<file path="src/hdl/tbcj_defines.vh">
// Purpose: shared constants of the 10 Mb/s carrier, collision and jabber block
// Assumes: sys_clk runs at 50 MHz (20 ns period)
// Notes:   times are kept in their own units, cycle counts are derived from them
`ifndef TBCJ_DEFINES_VH
`define TBCJ_DEFINES_VH

// ----------------------------------------------------------------------------
// clock
// ----------------------------------------------------------------------------
`define TBCJ_CLK_NS          20

// ----------------------------------------------------------------------------
// timing figures
// ----------------------------------------------------------------------------
`define TBCJ_JAB_LIMIT_MS    21
`define TBCJ_JAB_DEACT_MS    324
`define TBCJ_LINK_PULSE_MS   16
`define TBCJ_LINK_FAIL_MS    82
`define TBCJ_SQE_DELAY_NS    630
`define TBCJ_SQE_WIDTH_NS    1000

// derived cycle counts (delay and width are least/typical figures, rounded up)
`define TBCJ_JAB_LIMIT_CYC   ((`TBCJ_JAB_LIMIT_MS * 1000000) / `TBCJ_CLK_NS)
`define TBCJ_JAB_DEACT_CYC   ((`TBCJ_JAB_DEACT_MS * 1000000) / `TBCJ_CLK_NS)
`define TBCJ_LINK_PULSE_CYC  ((`TBCJ_LINK_PULSE_MS * 1000000) / `TBCJ_CLK_NS)
`define TBCJ_LINK_FAIL_CYC   ((`TBCJ_LINK_FAIL_MS * 1000000) / `TBCJ_CLK_NS)
`define TBCJ_SQE_DELAY_CYC   ((`TBCJ_SQE_DELAY_NS + `TBCJ_CLK_NS - 1) / `TBCJ_CLK_NS)
`define TBCJ_SQE_WIDTH_CYC   ((`TBCJ_SQE_WIDTH_NS + `TBCJ_CLK_NS - 1) / `TBCJ_CLK_NS)

// ----------------------------------------------------------------------------
// reset values
// ----------------------------------------------------------------------------
`define TBCJ_FLAG_RST        1'b0
`define TBCJ_POL_RST         1'b0

`endif

</file>
<file path="src/hdl/tbcj_carrier_collision_jabber.v">
// Purpose: 10 Mb/s carrier sense, collision, jabber, heartbeat and polarity logic
// Assumes: all inputs synchronous to sys_clk; receiving/transmitting come from
//          the PHY datapath; link pulse polarity is sampled by the receiver
// Notes:   long intervals are parameters so a simulation can shorten them
`timescale 1ns/10ps
`include "tbcj_defines.vh"

// Behaviour
// RULE1: half duplex: carrier sense while transmitting or receiving.
// RULE2: full duplex or repeater: carrier sense only while receiving.
// RULE3: half duplex: collision while receive overlaps transmit.
// RULE4: full duplex: collision always low.
// RULE5: jabber trips when one transmission exceeds about 21 ms.
// RULE6: jabber trip raises collision and blocks transmit for about 324 ms.
// RULE7: link pulses continue during deactivation; sticky jabber flag set.
// RULE8: jabber inhibit defaults zero; one disables the watchdog completely.
// RULE9: heartbeat: after transmit enable falls, wait about 630 ns, pulse collision.
// RULE10: heartbeat delay within ten plus or minus five bit times.
// RULE11: heartbeat pulse lasts about 1 us, between 0.6 and 1.6 us.
// RULE12: heartbeat only in node, half duplex, link valid, inhibit zero.
// RULE13: heartbeat suppressed in repeater, full duplex, link fail or inhibit.
// RULE14: with polarity inhibit zero, detect reversed link pulses and invert data.
// RULE15: reversed polarity corrected sets sticky polarity flag.
// RULE16: polarity correction also active during 100 Mb/s auto-negotiation.
// RULE17: link pulses every 16 ms when idle or in jabber deactivation.
// RULE18: link fails after about 82 ms without data or pulses; stops heartbeat.
// RULE19: sticky flags clear only on reset or a read after condition ends.
// RULE20: jabber collision spans whole deactivation; data resumes afterwards.
module tbcj_carrier_collision_jabber #(
  parameter integer JAB_LIMIT_CYC  = `TBCJ_JAB_LIMIT_CYC,
  parameter integer JAB_DEACT_CYC  = `TBCJ_JAB_DEACT_CYC,
  parameter integer LINK_PULSE_CYC = `TBCJ_LINK_PULSE_CYC,
  parameter integer LINK_FAIL_CYC  = `TBCJ_LINK_FAIL_CYC,
  parameter integer SQE_DELAY_CYC  = `TBCJ_SQE_DELAY_CYC,
  parameter integer SQE_WIDTH_CYC  = `TBCJ_SQE_WIDTH_CYC
) (
  // clock and reset
  input  wire sys_clk,
  input  wire rst,
  // mode
  input  wire full_duplex,
  input  wire repeater_mode,
  input  wire mode_10m,
  input  wire autoneg_active,
  // management controls
  input  wire jabber_inhibit,
  input  wire sqe_inhibit,
  input  wire polarity_inhibit,
  input  wire jabber_flag_rd,
  input  wire polarity_flag_rd,
  // mac side
  input  wire tx_en,
  input  wire tx_data,
  // line side, receive
  input  wire rx_active,
  input  wire rx_data_raw,
  input  wire nlp_seen,
  input  wire nlp_negative,
  // line side, transmit
  output reg  line_tx_data_q,
  output reg  line_tx_active_q,
  output reg  link_pulse_q,
  // mac side outputs
  output reg  crs_q,
  output reg  col_q,
  output reg  rx_data_q,
  // status
  output wire link_valid,
  output reg  jabber_active_q,
  output wire jabber_flag,
  output wire polarity_flag
);

  // --------------------------------------------------------------------------
  // local state
  // --------------------------------------------------------------------------
  localparam [2:0] SQE_IDLE  = 3'b001;
  localparam [2:0] SQE_WAIT  = 3'b010;
  localparam [2:0] SQE_PULSE = 3'b100;

  reg  [2:0]  sqe_state_q;
  reg  [2:0]  sqe_state_d;
  reg  [31:0] sqe_cnt_q;
  reg  [31:0] sqe_cnt_d;
  reg         tx_en_q;
  reg  [31:0] jab_cnt_q;
  reg  [31:0] pulse_cnt_q;
  reg  [31:0] fail_cnt_q;
  reg         link_valid_q;
  reg         pol_invert_q;
  wire        jab_trip;
  wire        deact_busy;
  wire        deact_done;
  wire        transmitting;
  wire        sqe_allowed;
  wire        pol_reversed_evt;

  // saturating increment used by the jabber length and link-fail counters
  function [31:0] tbcj_inc;
    input [31:0] val;
    begin
      tbcj_inc = (val == 32'hFFFF_FFFF) ? val : val + 32'h0000_0001;
    end
  endfunction

  // --------------------------------------------------------------------------
  // jabber watchdog
  // --------------------------------------------------------------------------
  // transmitting means the line is actually carrying our data
  assign transmitting = tx_en && !jabber_active_q;

  // RULE5 transmission length timer; counts only while tx enable holds
  always @(posedge sys_clk) begin
    if (rst) begin
      jab_cnt_q <= 32'h0000_0000;
    end else if (!tx_en || jabber_inhibit || jabber_active_q) begin
      jab_cnt_q <= 32'h0000_0000;
    end else begin
      jab_cnt_q <= tbcj_inc(jab_cnt_q);
    end
  end

  // RULE8 inhibit gates the trip; default zero keeps the watchdog armed
  assign jab_trip = tx_en && !jabber_inhibit && !jabber_active_q &&
                    (jab_cnt_q >= JAB_LIMIT_CYC);

  // RULE6 deactivation interval timer
  tbcj_interval_timer #(
    .WIDTH (32)
  ) u_deact (
    .sys_clk (sys_clk),
    .rst     (rst),
    .load    (jab_trip),
    .run     (!jabber_inhibit),
    .count   (JAB_DEACT_CYC),
    .busy_q  (deact_busy),
    .done_q  (deact_done)
  );

  // RULE20 held through the whole interval, released at its end
  always @(posedge sys_clk) begin
    if (rst) begin
      jabber_active_q <= 1'b0;
    end else if (jab_trip) begin
      jabber_active_q <= 1'b1;
    end else if (deact_done || jabber_inhibit || !deact_busy) begin
      jabber_active_q <= 1'b0;
    end
  end

  // RULE7 sticky jabber flag
  // RULE19 read clears only after deactivation ends
  tbcj_sticky_set_flag u_jab_flag (
    .sys_clk  (sys_clk),
    .rst      (rst),
    .set_evt  (jab_trip),
    .cond_now (jabber_active_q),
    .rd_stb   (jabber_flag_rd),
    .flag_q   (jabber_flag)
  );

  // --------------------------------------------------------------------------
  // transmit path and link pulses
  // --------------------------------------------------------------------------
  // RULE6 data blocked from the line during deactivation
  always @(posedge sys_clk) begin
    if (rst) begin
      line_tx_data_q   <= 1'b0;
      line_tx_active_q <= 1'b0;
    end else begin
      line_tx_active_q <= transmitting;
      line_tx_data_q   <= transmitting ? tx_data : 1'b0;
    end
  end

  // RULE17 periodic link pulse while not sending data
  // RULE7 pulses carry on during jabber deactivation
  always @(posedge sys_clk) begin
    if (rst) begin
      pulse_cnt_q  <= 32'h0000_0000;
      link_pulse_q <= 1'b0;
    end else if (transmitting) begin
      pulse_cnt_q  <= 32'h0000_0000;
      link_pulse_q <= 1'b0;
    end else if (pulse_cnt_q >= LINK_PULSE_CYC - 1) begin
      pulse_cnt_q  <= 32'h0000_0000;
      link_pulse_q <= 1'b1;
    end else begin
      pulse_cnt_q  <= pulse_cnt_q + 32'h0000_0001;
      link_pulse_q <= 1'b0;
    end
  end

  // --------------------------------------------------------------------------
  // link monitor
  // --------------------------------------------------------------------------
  // RULE18 silence timer; any data or link pulse restarts it
  always @(posedge sys_clk) begin
    if (rst) begin
      fail_cnt_q   <= 32'h0000_0000;
      link_valid_q <= 1'b0;
    end else if (rx_active || nlp_seen) begin
      fail_cnt_q   <= 32'h0000_0000;
      link_valid_q <= 1'b1;
    end else if (fail_cnt_q >= LINK_FAIL_CYC) begin
      link_valid_q <= 1'b0;
    end else begin
      fail_cnt_q <= tbcj_inc(fail_cnt_q);
    end
  end

  assign link_valid = link_valid_q;

  // --------------------------------------------------------------------------
  // receive polarity correction
  // --------------------------------------------------------------------------
  // RULE14 reversed pulse seen with correction enabled
  // RULE16 also runs during auto-negotiation, not only in 10 Mb/s mode
  assign pol_reversed_evt = nlp_seen && nlp_negative && !polarity_inhibit &&
                            (mode_10m || autoneg_active);

  // latest pulse polarity decides; inhibit restores straight wiring
  always @(posedge sys_clk) begin
    if (rst) begin
      pol_invert_q <= `TBCJ_POL_RST;
    end else if (polarity_inhibit) begin
      pol_invert_q <= 1'b0;
    end else if (nlp_seen && (mode_10m || autoneg_active)) begin
      pol_invert_q <= nlp_negative;
    end
  end

  // RULE14 corrected receive data
  always @(posedge sys_clk) begin
    if (rst) begin
      rx_data_q <= 1'b0;
    end else begin
      rx_data_q <= rx_data_raw ^ pol_invert_q;
    end
  end

  // RULE15 sticky polarity flag
  // RULE19 read clears only once polarity is straight again
  tbcj_sticky_set_flag u_pol_flag (
    .sys_clk  (sys_clk),
    .rst      (rst),
    .set_evt  (pol_reversed_evt),
    .cond_now (pol_invert_q),
    .rd_stb   (polarity_flag_rd),
    .flag_q   (polarity_flag)
  );

  // --------------------------------------------------------------------------
  // heartbeat test
  // --------------------------------------------------------------------------
  // RULE12 all enabling conditions together
  // RULE13 repeater, full duplex, link fail or inhibit suppress it
  assign sqe_allowed = !repeater_mode && !full_duplex && link_valid_q && !sqe_inhibit;

  // edge detect on transmit enable
  always @(posedge sys_clk) begin
    if (rst) begin
      tx_en_q <= 1'b0;
    end else begin
      tx_en_q <= tx_en;
    end
  end

  // RULE9 falling edge starts the delay, then the pulse
  always @* begin
    sqe_state_d = sqe_state_q;
    sqe_cnt_d   = sqe_cnt_q;
    case (sqe_state_q)
      SQE_IDLE: begin
        if (tx_en_q && !tx_en && sqe_allowed) begin
          sqe_state_d = SQE_WAIT;
          sqe_cnt_d   = 32'h0000_0000;
        end
      end
      SQE_WAIT: begin
        // RULE10 630 ns sits inside the five to fifteen bit window
        if (sqe_cnt_q >= SQE_DELAY_CYC - 1) begin
          sqe_state_d = SQE_PULSE;
          sqe_cnt_d   = 32'h0000_0000;
        end else begin
          sqe_cnt_d = sqe_cnt_q + 32'h0000_0001;
        end
      end
      SQE_PULSE: begin
        // RULE11 pulse width of one microsecond
        if (sqe_cnt_q >= SQE_WIDTH_CYC - 1) begin
          sqe_state_d = SQE_IDLE;
          sqe_cnt_d   = 32'h0000_0000;
        end else begin
          sqe_cnt_d = sqe_cnt_q + 32'h0000_0001;
        end
      end
      default: begin
        sqe_state_d = SQE_IDLE;
        sqe_cnt_d   = 32'h0000_0000;
      end
    endcase
    // a new frame or loss of enable aborts the test
    if (tx_en || !sqe_allowed) begin
      sqe_state_d = SQE_IDLE;
      sqe_cnt_d   = 32'h0000_0000;
    end
  end

  // heartbeat state register
  always @(posedge sys_clk) begin
    if (rst) begin
      sqe_state_q <= SQE_IDLE;
      sqe_cnt_q   <= 32'h0000_0000;
    end else begin
      sqe_state_q <= sqe_state_d;
      sqe_cnt_q   <= sqe_cnt_d;
    end
  end

  // --------------------------------------------------------------------------
  // carrier sense and collision toward the mac
  // --------------------------------------------------------------------------
  // registered so the mac sees clean levels
  always @(posedge sys_clk) begin
    if (rst) begin
      crs_q <= 1'b0;
      col_q <= 1'b0;
    end else begin
      if (full_duplex || repeater_mode) begin
        // RULE2 receive only
        crs_q <= rx_active;
      end else begin
        // RULE1 transmit or receive
        crs_q <= rx_active || tx_en;
      end
      if (full_duplex) begin
        // RULE4 never in full duplex
        col_q <= 1'b0;
      end else begin
        // RULE3 overlap, RULE6 jabber, RULE9 heartbeat
        col_q <= (rx_active && transmitting) || jabber_active_q ||
                 (sqe_state_q == SQE_PULSE);
      end
    end
  end

endmodule

</file>
<file path="src/hdl/tbcj_sticky_set_flag.v">
// Purpose: sticky status flag, set by an event, cleared by a read
// Assumes: read strobe is a one-cycle pulse
// Notes:   set wins over a clearing read in the same cycle
`timescale 1ns/10ps
`include "tbcj_defines.vh"

module tbcj_sticky_set_flag (
  // clock and reset
  input  wire sys_clk,
  input  wire rst,
  // event and access
  input  wire set_evt,
  input  wire cond_now,
  input  wire rd_stb,
  // flag
  output reg  flag_q
);

  // clear only once the condition has gone away, never in the set cycle
  always @(posedge sys_clk) begin
    if (rst) begin
      flag_q <= `TBCJ_FLAG_RST;
    end else if (set_evt) begin
      flag_q <= 1'b1;
    end else if (rd_stb && !cond_now) begin
      flag_q <= 1'b0;
    end
  end

endmodule

</file>
<file path="src/hdl/tbcj_interval_timer.v">
// Purpose: loadable down counter that reports when an interval has run out
// Assumes: start and stop are levels sampled each clock
// Notes:   done is a one-cycle pulse on expiry
`timescale 1ns/10ps

module tbcj_interval_timer #(
  parameter integer WIDTH = 32
) (
  // clock and reset
  input  wire             sys_clk,
  input  wire             rst,
  // control
  input  wire             load,
  input  wire             run,
  input  wire [WIDTH-1:0] count,
  // status
  output reg              busy_q,
  output reg              done_q
);

  reg [WIDTH-1:0] cnt_q;

  // load restarts, run lets it count, dropping run abandons the interval
  always @(posedge sys_clk) begin
    if (rst) begin
      cnt_q  <= {WIDTH{1'b0}};
      busy_q <= 1'b0;
      done_q <= 1'b0;
    end else begin
      done_q <= 1'b0;
      if (load) begin
        cnt_q  <= count;
        busy_q <= 1'b1;
      end else if (!run) begin
        busy_q <= 1'b0;
      end else if (busy_q) begin
        if (cnt_q <= {{(WIDTH-1){1'b0}}, 1'b1}) begin
          busy_q <= 1'b0;
          done_q <= 1'b1;
        end else begin
          cnt_q <= cnt_q - {{(WIDTH-1){1'b0}}, 1'b1};
        end
      end
    end
  end

endmodule

</file>
<file path="config.mk">
export PLATFORM = sky130hd
export DESIGN_NAME = tbcj_carrier_collision_jabber
export DESIGN_NICKNAME = d
export VERILOG_FILES = /design/src/hdl/tbcj_carrier_collision_jabber.v /design/src/hdl/tbcj_sticky_set_flag.v /design/src/hdl/tbcj_interval_timer.v
export VERILOG_INCLUDE_DIRS = /design/src /design/src/hdl
export SDC_FILE = /design/constraint.sdc
export NUM_CORES = 1
export LEC_CHECK = 0
export BUFFER_PORTS_ARGS = -buffer_cell sky130_fd_sc_hd__buf_4
export CAP_MARGIN = 10
export CORE_MARGIN = 3
export CORE_UTILIZATION = 45
export CTS_CLUSTER_SIZE = 14
export DETAILED_ROUTE_END_ITERATION = 6
export PLACE_DENSITY_LB_ADDON = 0.15
export SYNTH_ARGS = -nofsm -noshare
export SYNTH_HDL_FRONTEND = slang
export SYNTH_SLANG_ARGS = --single-unit
</file>
<file path="constraint.sdc">
create_clock -name sys_clk -period 3.4 [get_ports sys_clk]
set_input_delay 0.34 -clock sys_clk [delete_from_list [all_inputs] [get_ports sys_clk]]
set_output_delay 0.34 -clock sys_clk [all_outputs]
set_load 0.02 [all_outputs]
</file>
==> results.cfg <==
[clocking]
post_cts_buffers = 0
cts_root_buffer = clkbuf_16
htree_levels = 4
cts_tree = done
insertion_delay_ps = 420
ctsLongestPathBuffers = 2
cts_buffers = 17
ctsResizeCount = 0
cts.sinks = 177
hold_buffers = 0
clk_pin_slew_worst_paths_ps = 70

[floorplan]
die_w_um = 140
dieArea_um2 = 19500
fp.dieH_um = 140
initial_core_util_pct = 46.1
design.core.area_um2 = 17400
io_pins = 27
rows = 48

[timing]
final_hold_viol_count = 0
rsz0062_at_grt = false
max_freq_mhz = 376
max_slew_margin_pct = 37.5
maxSlewViolCount = 0
tns_ps = 0
post-route-period-util_pct = 78.3
period_minus_slack_ps = 2660
finClkSkew_ps = 8.84
finalSetupViolations = 0
whs_ps = 74.7
max_slew.worst_pin.slew_ps = 930

[synth]
synthTopCellsByArea = dfxtp_1, a21oi_1, or4_1, nor4_1, or3_1
synth_cell_type_count = 66
synth_area_leader_cell = dfxtp_1
synth.avg_cell_area_um2 = 8.67
ys_warn_count = 0
synth_area_um2 = 8040
synthFlopType = dfxtp_1
synth_commonest_cells = dfxtp_1, a21oi_1, nand2_1
synth_seq_cells = 177
yosysSeqAreaShare_pct = 44.1
netlist_instances = 927
async_reset_ff_share_pct = 0
yosysMostFrequentCell = dfxtp_1
synth_top_area_share_pct = 44.1
synth_edf_count = 0

[routing]
drc = 0
wirelength_um = 17600
post_drt_via_cell_ratio = 5.82
num_vias = 6937
drtIter0Drc = 368
postRouteAntennaNets = 0
drt_first_pass_iters = 5
wire_per_inst_um = 14.8

[critical_path]
critPathMaxFanout = 19
crit_top_cell = or4_1
worstSetupPathType = reg2reg
required_ps = 3660
end_kind = flop
slowest_delay_ps = 630
slowest_stage = and4_1
cp-start-kind = flop
crit_path_cell_trace = or4_1 > nor4_1 > and4_1 > buf_4 > or4_1 > nand3_1
cp.arrival_ps = 2920

[global_route]
grt_pass1_wl_um = 30000
grt_max_degree = 34
overflow = 0
grt_pass1_vias = 6204
grtUsageTotal_pct = 18.3
antenna_found_initial = 0

[power]
ir_worst_vdd_mv = 0.386
p_leak_uw = 0.00292
power_density_nw_per_um2 = 451

[placement]
hpwlAfterDp_um = 11600
io_buffers = 26
globalplace.congestion = 0.804

[finish]
synthToLayoutAreaGrowth_pct = 13.1
drive_above_1_share_pct = 10.3
nFillCells = 1675
nets = 982
antenna_cells = 0

[run]
max_cap_viol_count = 0

[run_status]
status = finished, final reports clean

[hold_path]
hp-class = in2reg
## registers in the layout, indices dropped and copies added (netlist names), 3 cells and up
signal and cells:
fail_cnt_q 32, u_deact.cnt_q 32, pulse_cnt_q 32, sqe_state_q 3, jab_cnt_q 32, sqe_cnt_q 32
## worst max-delay path, delay by kind of cell, from the launching register on
family	cells	cell delay, ps
simple gates	5	1850
flops	1	340
buf+inv	1	310
## cell usage in the layout, fill, tap and decap left out, types with 6 or more instances in the layout
cell type,n
a21oi_1,74
a31oi_1,15
and2_1,14
and3_1,13
and4_1,18
buf_4,43
clkbuf_16,17
conb_1,12
dfxtp_1,177
ha_1,10
inv_1,20
nand2_1,64
nand3_1,41
nand4_1,25
nor2_1,59
nor3_1,39
nor4_1,40
o211ai_1,8
o21ai_0,35
o31ai_1,28
or2_2,6
or3_1,40
or4_1,43
xnor2_1,26
xor2_1,11
## layout make-up
type,instances,area [um^2],share of cell area [%]
timing repair buffer,43,323,3.55
sequential,177,3540,39.0
multi-input combinational,696,4290,47.2
clock buffer,19,443,4.87
inverter,20,75.1,0.826
tap,225,282,3.10
clock inverter,12,135,1.49
## per-stage QoR
step | util, % | total power [uW] | instance area [um^2] | setup WS, ps | instances
after global routing | 52.2 | 4260 | 9090 | 468 | 1192
final | 52.2 | 4100 | 9090 | 738 | 1192
after CTS | 52.2 | 4160 | 9090 | 751 | 1192
after global placement | 48.9 | 2220 | 8510 | 869 | 1161
after floorplan | - | 2180 | 8080 | 1050 | 938
after detailed placement | 48.9 | 2230 | 8510 | 778 | 1161
## path summary, 6_finish.rpt
kind | slack, ps | cells past startpoint | endpoint | start
setup reg to reg | 740 | 6 | u_deact.cnt_q[20]$_SDFFE_PP0P_ | u_deact.cnt_q[17]$_SDFFE_PP0P_
setup / recovery | 740 | 6 | u_deact.cnt_q[20]$_SDFFE_PP0P_ | u_deact.cnt_q[17]$_SDFFE_PP0P_
hold / removal | 70 | 2 | pol_invert_q$_SDFFE_PP0P_ | polarity_inhibit
hold reg to reg | 460 | 1 | fail_cnt_q[28]$_SDFFE_PP0P_ | fail_cnt_q[28]$_SDFFE_PP0P_
## power breakdown
group / total [uW] / switching (uW) / internal [uW]
logic: 83.3 / 51.5 / 31.9
registers: 2090 / 6.19 / 2090
clock network: 1920 / 823 / 1100
total: 4100 / 881 / 3220
## kinds of logic after synthesis
| logic type | count (synthesis) | synth area share [%] |
|---|---|---|
| AOI/OAI and AO/OA | 196 | 15.5 |
| xor gates and xnor gates | 37 | 4.03 |
| adders and majority gates | 10 | 1.56 |
| buffers and inverters | 65 | 3.08 |
| DFF | 177 | 44.1 |
| muxes | 5 | 0.623 |
| other | 1 | 0.0467 |
| and+or+nand+nor | 436 | 31.1 |
## metal layers
layer | part of all wire [%] | vias to the layer above | GRT usage (%)
li1 | - | 3547 | -
met1 | 51 | 3289 | 25.6
met2 | 45 | 90 | 28.6
met3 | 3.0 | 11 | 3.95
met4 | 0.87 | 0 | 4.90
met5 | 0 | - | 0
Note: power is estimated with default switching activity, not from simulation.
